### src/hw/oci_pkg.sv
package oci_pkg;

  // register indices; byte address is four times the index
  localparam logic [7:0] OCI_IDX_USR_LAST = 8'h2F;
  localparam logic [7:0] OCI_IDX_EXP_HI   = 8'h30;
  localparam logic [7:0] OCI_IDX_EXP_LO   = 8'h31;
  localparam logic [7:0] OCI_IDX_RES_HI   = 8'h32;
  localparam logic [7:0] OCI_IDX_RES_LO   = 8'h33;
  localparam logic [7:0] OCI_IDX_STATUS   = 8'h34;
  localparam logic [7:0] OCI_IDX_FAULT    = 8'h35;
  localparam logic [7:0] OCI_IDX_SEC_BLK  = 8'h36;
  localparam logic [7:0] OCI_IDX_DED_BLK  = 8'h37;
  localparam logic [7:0] OCI_IDX_DIAG     = 8'h38;
  localparam logic [7:0] OCI_IDX_FAC_BASE = 8'h40;
  localparam logic [7:0] OCI_IDX_FAC_LAST = 8'h4F;

  // field positions
  localparam int OCI_ST_USR_DONE  = 0;
  localparam int OCI_ST_FAC_DONE  = 1;
  localparam int OCI_ST_BUSY      = 2;
  localparam int OCI_FLT_USR_MIS  = 0;
  localparam int OCI_FLT_FAC_CHG  = 1;
  localparam int OCI_FLT_SEC      = 2;
  localparam int OCI_FLT_DED      = 3;
  localparam int OCI_DIAG_GO      = 3;
  localparam int OCI_DIAG_BUSY    = 4;

  // sizes and counts
  localparam int         OCI_USR_BYTES  = 48;
  localparam int         OCI_FAC_BYTES  = 16;
  localparam logic [2:0] OCI_BLK_LAST   = 3'h7;
  localparam logic [5:0] OCI_CIDX_USR   = 6'h2F;
  localparam logic [5:0] OCI_CIDX_LAST  = 6'h3F;

  // crc of the background check
  localparam logic [15:0] OCI_CRC_POLY  = 16'h8005;
  localparam logic [15:0] OCI_CRC_INIT  = 16'hFFFF;

  // hardware defaults of the shadow and factory spaces
  localparam logic [OCI_USR_BYTES-1:0][7:0] OCI_USR_DEFAULT = '0;
  localparam logic [OCI_FAC_BYTES-1:0][7:0] OCI_FAC_DEFAULT = '0;

  typedef enum logic [1:0] {S_DEFAULT, S_REQ, S_WAIT, S_IDLE} oci_state_t;

  typedef struct packed {
    logic       rd;
    logic [2:0] blk;
    logic [2:0] margin;
  } oci_nvm_req_t;

  typedef struct packed {
    logic        valid;
    logic [71:0] data;
  } oci_nvm_rsp_t;

  typedef struct packed {
    logic        single;
    logic        dbl;
    logic [63:0] data;
  } oci_ecc_t;

  typedef struct packed {
    oci_state_t                      st;
    logic [OCI_USR_BYTES-1:0][7:0]   usr;
    logic [OCI_FAC_BYTES-1:0][7:0]   fac;
    logic [15:0]                     exp;
    logic [15:0]                     res;
    logic [15:0]                     crc;
    logic [15:0]                     fac_ref;
    logic                            fac_ref_ok;
    logic                            res_ok;
    logic [5:0]                      cidx;
    logic                            usr_done;
    logic                            fac_done;
    logic                            usr_mis;
    logic                            fac_chg;
    logic                            sec;
    logic                            ded;
    logic [2:0]                      sec_blk;
    logic [2:0]                      ded_blk;
    logic [2:0]                      margin_sel;
    oci_nvm_req_t                    nvm;
    logic                            wait_q;
    logic [31:0]                     rdata;
  } oci_regs_t;

  localparam oci_regs_t OCI_REGS_RST = '{st: S_DEFAULT, crc: OCI_CRC_INIT, wait_q: 1'b1, default: '0};

endpackage

### src/hw/oci_integrity.sv
`timescale 1ns/1ns

////////////////////////////////////////////////////////////////////////////////
// Contract
// - crc runs in background whenever idle over factory and user shadow space
// - latest user crc readable as high/low pair, compared with expected pair
// - completion bits set after each user and factory check, cleared by read
// - user mismatch flag held while computed and expected crc differ
// - factory space checked alongside user space; change sets factory flag
// - host writes margin select plus start bit; device reloads with that margin
// - errors found during margin reload reported in the fault register
// - addresses 0x00 to 0x2F are readable writable shadow copies of storage
// - wakeup loads hardware defaults first, then blocks as ecc allows
// - storage transferred in 64-bit blocks, each checked with its own ecc
// - single error corrected, block loaded, flag set, location recorded
// - double error block skipped, defaults kept, flag set, location recorded
// - blocks decided independently; several single errors all corrected
// - (72,64) secded hamming code, eight parity bits per 64 data bits
// - parity bits p0..p64; p0 covers whole 72-bit block
// - p1 covers positions with index bit 0 set, itself included
// - p2..p64 cover positions with their own index bit set
// - parity at power-of-two positions, data ascending, d63 at 71
module oci_integrity
  import oci_pkg::*;
(
  // clock and reset
  input  wire logic         clk_sys,
  input  wire logic         resetn,
  // avalon-mm register slave
  input  wire logic [9:0]   avs_address,
  input  wire logic         avs_read,
  input  wire logic         avs_write,
  input  wire logic [31:0]  avs_writedata,
  input  wire logic [3:0]   avs_byteenable,
  output      logic [31:0]  avs_readdata,
  output      logic         avs_waitrequest,
  // non-volatile array port
  output      oci_nvm_req_t nvm_req,
  input  wire oci_nvm_rsp_t nvm_rsp
);

  oci_regs_t state_q;
  oci_regs_t state_d;
  oci_ecc_t  dec;
  logic      acc;
  logic [7:0] idx;
  logic [7:0] crc_byte_in;
  logic [15:0] crc_nxt;

  //////////////////////////////////////////////////////////////////////////////
  // secded decoder: syndrome, correction and data extraction
  function automatic oci_ecc_t ecc_decode(input logic [71:0] cw);
    oci_ecc_t    r;
    logic [71:0] c;
    logic [6:0]  syn;
    logic        par;
    logic [6:0]  k;
    r = '0;
    c = cw;
    syn = '0;
    k = '0;
    par = ^cw; // p0 spans all 72 positions
    // each position from 1 to 71 holding a one contributes its index bits to the syndrome
    for (int i = 1; i < 72; i++) begin
      if (cw[i]) begin
        syn = syn ^ 7'(i);
      end
    end
    r.single = par && (syn < 7'd72);
    r.dbl    = (!par && syn != 7'h00) || (par && syn >= 7'd72);
    if (r.single) begin
      c[syn] = ~c[syn];
    end
    // data at non power-of-two positions, ascending
    for (int i = 1; i < 72; i++) begin
      if ((i & (i - 1)) != 0) begin
        r.data[k[5:0]] = c[i];
        k = k + 7'h01;
      end
    end
    return r;
  endfunction

  // one byte of msb-first crc
  function automatic logic [15:0] crc_step(input logic [15:0] c_in, input logic [7:0] b);
    logic [15:0] c;
    logic        fb;
    c = c_in;
    for (int i = 7; i >= 0; i--) begin
      fb = c[15] ^ b[i];
      c = {c[14:0], 1'b0} ^ (fb ? OCI_CRC_POLY : 16'h0000);
    end
    return c;
  endfunction

  //////////////////////////////////////////////////////////////////////////////
  // next-state logic
  always_comb begin
    state_d = state_q;
    dec = ecc_decode(nvm_rsp.data);
    idx = avs_address[9:2];
    acc = (avs_read || avs_write) && state_q.wait_q;
    crc_byte_in = (state_q.cidx <= OCI_CIDX_USR) ? state_q.usr[state_q.cidx] : state_q.fac[state_q.cidx[3:0]];
    crc_nxt = crc_step(state_q.crc, crc_byte_in);
    state_d.nvm.rd = 1'b0;
    // waitrequest drops for exactly one cycle per accepted request
    state_d.wait_q = !acc;

    // bus access: reads and their side effects
    if (acc && avs_read) begin
      state_d.rdata = '0;
      if (idx <= OCI_IDX_USR_LAST) begin
        state_d.rdata[7:0] = state_q.usr[idx[5:0]];
      end else if (idx == OCI_IDX_EXP_HI) begin
        state_d.rdata[7:0] = state_q.exp[15:8];
      end else if (idx == OCI_IDX_EXP_LO) begin
        state_d.rdata[7:0] = state_q.exp[7:0];
      end else if (idx == OCI_IDX_RES_HI) begin
        state_d.rdata[7:0] = state_q.res[15:8];
      end else if (idx == OCI_IDX_RES_LO) begin
        state_d.rdata[7:0] = state_q.res[7:0];
      end else if (idx == OCI_IDX_STATUS) begin
        state_d.rdata[OCI_ST_USR_DONE] = state_q.usr_done;
        state_d.rdata[OCI_ST_FAC_DONE] = state_q.fac_done;
        state_d.rdata[OCI_ST_BUSY]     = (state_q.st != S_IDLE);
        state_d.usr_done = 1'b0;
        state_d.fac_done = 1'b0;
      end else if (idx == OCI_IDX_FAULT) begin
        state_d.rdata[OCI_FLT_USR_MIS] = state_q.usr_mis;
        state_d.rdata[OCI_FLT_FAC_CHG] = state_q.fac_chg;
        state_d.rdata[OCI_FLT_SEC]     = state_q.sec;
        state_d.rdata[OCI_FLT_DED]     = state_q.ded;
      end else if (idx == OCI_IDX_SEC_BLK) begin
        state_d.rdata[2:0] = state_q.sec_blk;
      end else if (idx == OCI_IDX_DED_BLK) begin
        state_d.rdata[2:0] = state_q.ded_blk;
      end else if (idx == OCI_IDX_DIAG) begin
        state_d.rdata[2:0] = state_q.margin_sel;
        state_d.rdata[OCI_DIAG_BUSY] = (state_q.st != S_IDLE);
      end else if (idx >= OCI_IDX_FAC_BASE && idx <= OCI_IDX_FAC_LAST) begin
        state_d.rdata[7:0] = state_q.fac[idx[3:0]];
      end
    end

    // bus access: writes to the low byte lane
    if (acc && avs_write && avs_byteenable[0]) begin
      if (idx <= OCI_IDX_USR_LAST) begin
        state_d.usr[idx[5:0]] = avs_writedata[7:0];
      end else if (idx == OCI_IDX_EXP_HI) begin
        state_d.exp[15:8] = avs_writedata[7:0];
      end else if (idx == OCI_IDX_EXP_LO) begin
        state_d.exp[7:0] = avs_writedata[7:0];
      end else if (idx == OCI_IDX_FAULT) begin
        // write one to clear; hardware sets below win
        if (avs_writedata[OCI_FLT_FAC_CHG]) state_d.fac_chg = 1'b0;
        if (avs_writedata[OCI_FLT_SEC]) state_d.sec = 1'b0;
        if (avs_writedata[OCI_FLT_DED]) state_d.ded = 1'b0;
      end else if (idx == OCI_IDX_DIAG) begin
        state_d.margin_sel = avs_writedata[2:0];
        if (avs_writedata[OCI_DIAG_GO] && state_q.st == S_IDLE) begin
          state_d.nvm.margin = avs_writedata[2:0];
          state_d.st = S_DEFAULT;
        end
      end
    end

    // wakeup and margin reload sequence
    case (state_q.st)
      S_DEFAULT: begin
        state_d.usr = OCI_USR_DEFAULT;
        state_d.fac = OCI_FAC_DEFAULT;
        state_d.nvm.blk = '0;
        state_d.fac_ref_ok = 1'b0;
        state_d.res_ok = 1'b0;
        state_d.cidx = '0;
        state_d.crc = OCI_CRC_INIT;
        state_d.st = S_REQ;
      end
      S_REQ: begin
        state_d.nvm.rd = 1'b1;
        state_d.st = S_WAIT;
      end
      S_WAIT: begin
        if (nvm_rsp.valid) begin
          // each block stands on its own outcome
          if (!dec.dbl) begin
            for (int i = 0; i < 8; i++) begin
              if (state_q.nvm.blk[2:1] == 2'b11) begin
                state_d.fac[{state_q.nvm.blk[0], 3'(i)}] = dec.data[8*i +: 8];
              end else begin
                state_d.usr[6'({state_q.nvm.blk, 3'(i)})] = dec.data[8*i +: 8];
              end
            end
          end
          if (dec.single) begin
            state_d.sec = 1'b1;
            state_d.sec_blk = state_q.nvm.blk;
          end
          if (dec.dbl) begin
            state_d.ded = 1'b1;
            state_d.ded_blk = state_q.nvm.blk;
          end
          if (state_q.nvm.blk == OCI_BLK_LAST) begin
            state_d.nvm.margin = '0;
            state_d.st = S_IDLE;
          end else begin
            state_d.nvm.blk = state_q.nvm.blk + 3'h1;
            state_d.st = S_REQ;
          end
        end
      end
      S_IDLE: begin
        // background crc, one byte per cycle, user then factory
        state_d.cidx = state_q.cidx + 6'h01;
        if (state_q.cidx == OCI_CIDX_USR) begin
          state_d.res = crc_nxt;
          state_d.res_ok = 1'b1;
          state_d.usr_done = 1'b1;
          state_d.crc = OCI_CRC_INIT;
        end else if (state_q.cidx == OCI_CIDX_LAST) begin
          state_d.fac_done = 1'b1;
          state_d.crc = OCI_CRC_INIT;
          if (!state_q.fac_ref_ok) begin
            state_d.fac_ref = crc_nxt;
            state_d.fac_ref_ok = 1'b1;
          end else if (crc_nxt != state_q.fac_ref) begin
            state_d.fac_chg = 1'b1;
          end
        end else begin
          state_d.crc = crc_nxt;
        end
      end
      default: begin
        state_d.st = S_DEFAULT;
      end
    endcase

    // mismatch is a level that follows the last compare
    state_d.usr_mis = state_q.res_ok && (state_q.res != state_q.exp);
  end

  //////////////////////////////////////////////////////////////////////////////
  // state register
  always_ff @(posedge clk_sys or negedge resetn) begin
    if (!resetn) begin
      state_q <= OCI_REGS_RST;
    end else begin
      state_q <= state_d;
    end
  end

  // outputs straight from the state register
  assign avs_readdata    = state_q.rdata;
  assign avs_waitrequest = state_q.wait_q;
  assign nvm_req         = state_q.nvm;
endmodule

### config.mk
export PLATFORM = sky130hd
export DESIGN_NAME = oci_integrity
export DESIGN_NICKNAME = d
export VERILOG_FILES = /design/src/hw/oci_pkg.sv /design/src/hw/oci_integrity.sv
export SDC_FILE = /design/constraint.sdc
export NUM_CORES = 2
export LEC_CHECK = 0
export ABC_AREA = 0
export BUFFER_PORTS_ARGS = -buffer_cell sky130_fd_sc_hd__buf_2
export CORE_MARGIN = 3
export CORE_UTILIZATION = 55
export CTS_CLUSTER_SIZE = 10
export DETAILED_ROUTE_END_ITERATION = 6
export GPL_ROUTABILITY_DRIVEN = 0
export GPL_TIMING_DRIVEN = 1
export PLACE_DENSITY = 0.69
export SYNTH_ARGS = -nofsm -noshare
export SYNTH_HDL_FRONTEND = slang
export SYNTH_SLANG_ARGS = --single-unit
### constraint.sdc
create_clock -name clk_sys -period 6.17 [get_ports clk_sys]
set_input_delay 0.3085 -clock clk_sys [delete_from_list [all_inputs] [get_ports clk_sys]]
set_output_delay 0.3085 -clock clk_sys [all_outputs]
set_load 0.02 [all_outputs]
==> impl_metrics.csv <==
group,metric,value,unit
timing,worst_pin_slew,1530,ps
die,die_x,290,um
min_path,hold_depth,3,
setup_path,cp-end-kind,"flop",
power,power_leakage,19.2,nW
grt,grt_start_max_net_pins,157,
power,cellPowerDensity,450,nW/um^2
timing,tns,0,ps
final_layout,nNetsFinal,4260,
route,route.met3.wl,34.8,mm
synthesis,yosys.area_share.adder,0.00220,
synthesis,async_reset_ff_frac,1.00,
final_layout,mostFrequentLayoutCells,"596 x dfrtp_1, 336 x nand3_1, 326 x mux4_2, 275 x nand2_1, 258 x mux2_2",
route,drc,0,
route,drt_iter0_drc,7308,
timing,max_slew_margin,-0.0242,
die,row_count,103,
grt,grt_pass1_vias,39200,
final_layout,layout-drive-gt1-share,0.244,
setup_path,critical_path_buf_inv_count,1,
grt,antenna_found_initial,15,
timing,finalCritPeriodShare,0.856,
die,start_util,0.559,
synthesis,synthesis.area,44400,sq um
setup_path,worst_r2r_endpoint,"state_q[78]",
die,dieArea,84100,sq um
route,wl,198,mm
clock_network,cts_tree,"yes",
route,final_antenna_net_count,0,
route,vias,41600,
clock_network,path_clk_slew,60,ps
synthesis,synth_ff_type,"dfrtp_1",
setup_path,crit_top_cell,"mux4_2",
die,ios,163,
synthesis,synth_top_family_by_area,"multiplexers",
setup_path,cp_slowest_cell,"dfrtp_4",
timing,fmax,0.189,GHz
setup_path,critPathTopFamily,"XOR/XNOR gates",
setup_path,reg2reg_depth,10,
die,coreArea,79400,sq um
synthesis,synth_cell_types,79,
setup_path,critPathMaxFanout,25,
final_layout,fin_util,0.604,
route,dr.pass1.iters,7,
final_layout,final_common_cell,"dfrtp_1",
grt,grt_pass1_wl,282,mm
clock_network,cts.sink_count,617,
grt,grtUsageTotal,0.455,
min_path,worst_hold_path.endpoint,"state_q[173]",
run_status,status,"complete, but fails checks",
power,irDropWorstVdd,0.830,mV
clock_network,post_cts.repair.setup_buffers,0,
final_layout,fin_area,48000,sq um
timing,fin_worst_skew,29.3,ps
timing,setup_violations,0,
setup_path,worstPathCellList,"buf_4 > mux4_2 > mux4_2 > mux4_2 > xnor2_2 > xnor2_1 > xnor3_1 > xor2_2 > xnor2_1 > mux2_2",
synthesis,synthXorXnorAreaFrac,0.0439,
synthesis,netlist_instances,4285,
clock_network,htreeDepth,3,
clock_network,clk_latency,650,ps
route,top_layer,"met5",
min_path,worstHoldPathType,"input port to flop",
synthesis,synth.area.mux_share,0.276,
setup_path,reg2reg_slack,890,ps
synthesis,ys_warn_count,0,
min_path,hold_start,"nvm_rsp[53]",
synthesis,ys_seq_area_frac,0.348,
place,dpl.hpwl,130,mm
timing,fin_crit,5280,ps
timing,hold_slack,49.6,ps
setup_path,cp.arrival,5810,ps
final_layout,multiInputGateArea,27100,sq um
synthesis,yosys.area_share.simple,0.115,
route,vias_per_cell,7.96,
job,cap_violations,2,
setup_path,startpoint_type,"flop",
setup_path,reg2reg_from,"state_q[55]",
place,port_buffers,109,
synthesis,synth-compound-area-share,0.164,
setup_path,cp.required,6690,ps
timing,grt_setup_unrepaired,"no",
synthesis,syn_avg_cell_area,10.4,sq um
clock_network,postCtsResizedCells,0,
final_layout,area_delta_synth_final,8.08,%
final_layout,fillerInstances,6668,
timing,hold_violations,0,
clock_network,cts_inserted_buffers,74,
route,wl_per_cell,37.8,um
clock_network,clock_path_buffers,3,
setup_path,worstSetupPathType,"flop to flop",
route,wl_met1,65.0,mm
grt,overflow,0,
die,die_h,290,um
place,dp_worst_setup_slack,807,ps
clock_network,clock-root-buffer,"clkbuf_16",
final_layout,final-seq-area,15500,sq um
setup_path,critPathMaxStageDelay,820,ps
route,wl_met2,78.1,mm
synthesis,synth-edff-count,0,
synthesis,synth-seq-cells,617,
run_status,violations,"max-capacitance violations, max-slew violations",
timing,layout_setup_ws,886,ps
place,dpl-instance-area,45700,sq um
timing,slew_violations,16,
[synth_stat cells (12+ instances only)]
library cell	count	area (sq um)
inv_1	13	48.8
dfstp_2	17	447
xnor2_1	125	1090
dfrtp_1	600	15000
nand4_1	50	313
mux4_2	326	7340
o21ai_0	155	776
a22oi_1	167	1250
nor2b_1	18	113
buf_2	85	425
o311ai_0	59	517
and3_1	52	325
a21oi_1	211	1060
o211ai_1	55	413
nor3_1	44	220
nand2_1	283	1060
mux2i_1	199	1990
o31ai_1	250	1880
buf_4	39	293
nor2_1	253	950
o22ai_1	27	169
a221oi_1	12	105
xor2_1	48	420
buf_1	64	240
o2bb2ai_1	12	105
nand3_1	336	1680
a31oi_1	32	200
mux2_2	258	2910
and2_1	17	106
clkbuf_1	304	1140
[kinds of logic after synthesis]
| family | Yosys count |
|---|---|
| and+or+nand+nor | 1098 |
| AOI/OAI and AO/OA | 1070 |
| muxes | 783 |
| DFF | 617 |
| buffers and inverters | 514 |
| xor gates and xnor gates | 194 |
| adders and majority gates | 8 |
| other | 1 |
[routing by layer]
| metal | global-route usage | vias up |
|---|---|---|
| li1 | - | 16100 |
| met1 | 0.555 | 20400 |
| met2 | 0.612 | 4026 |
| met3 | 0.234 | 1089 |
| met4 | 0.335 | 12 |
| met5 | 0.0136 | - |
[registers in the layout, summed over array words and instances, names as in the netlist]
| name | cells |
|---|---|
| nvm_req | 7 |
| avs_waitrequest | 1 |
| state_q | 601 |
| avs_readdata | 8 |
[stage by stage]
stage	total power, mW	std cells
after floorplan	12.3	4308
after global placement	16.5	5101
after detailed placement	16.7	5101
after CTS	20.7	5220
after global routing	21.8	5221
final	21.6	5229
[where the power goes]
part / switching [mW] / total (mW) / internal (mW)
Combinational: 9.54 / 12.7 / 3.14
Clock: 1.84 / 4.15 / 2.32
Sequential: 0.349 / 4.72 / 4.37
[what timing repair did]
item	in CTS	in global routing
endpoints found under the hold margin	66	0
hold buffers	3	0
setup endpoints to repair	0	0
[worst max path at each step]
stage | from | to | slack (ps) | cells past startpoint
after floorplan | state_q[55] | state_q[78] | 2040 | 13
after global placement | nvm_rsp[27] | state_q[617] | 930 | 13
after detailed placement | nvm_rsp[19] | state_q[565] | 810 | 13
after CTS | state_q[55] | state_q[78] | 980 | 10
after global routing | state_q[55] | state_q[78] | 750 | 10
final | state_q[55] | state_q[78] | 890 | 10
[area by class of cell]
class                   count  area share
diodes                      9    0.000470
clock buffers             110      0.0434
clock inverters             6     0.00149
inverters                  15     0.00117
multi-input cells        3177       0.565
flip-flops and latches    617       0.323
well taps                1050      0.0274
repair buffers            245      0.0384
[worst register-to-register path: stages (launching register included)]
cell and delay [ps]:
dfrtp_4 820, buf_4 640, mux4_2 440, mux4_2 490
mux4_2 580, xnor2_2 200, xnor2_1 550, xnor3_1 620
xor2_2 350, xnor2_1 180, mux2_2 290
Note: power is estimated with default switching activity, not from simulation.
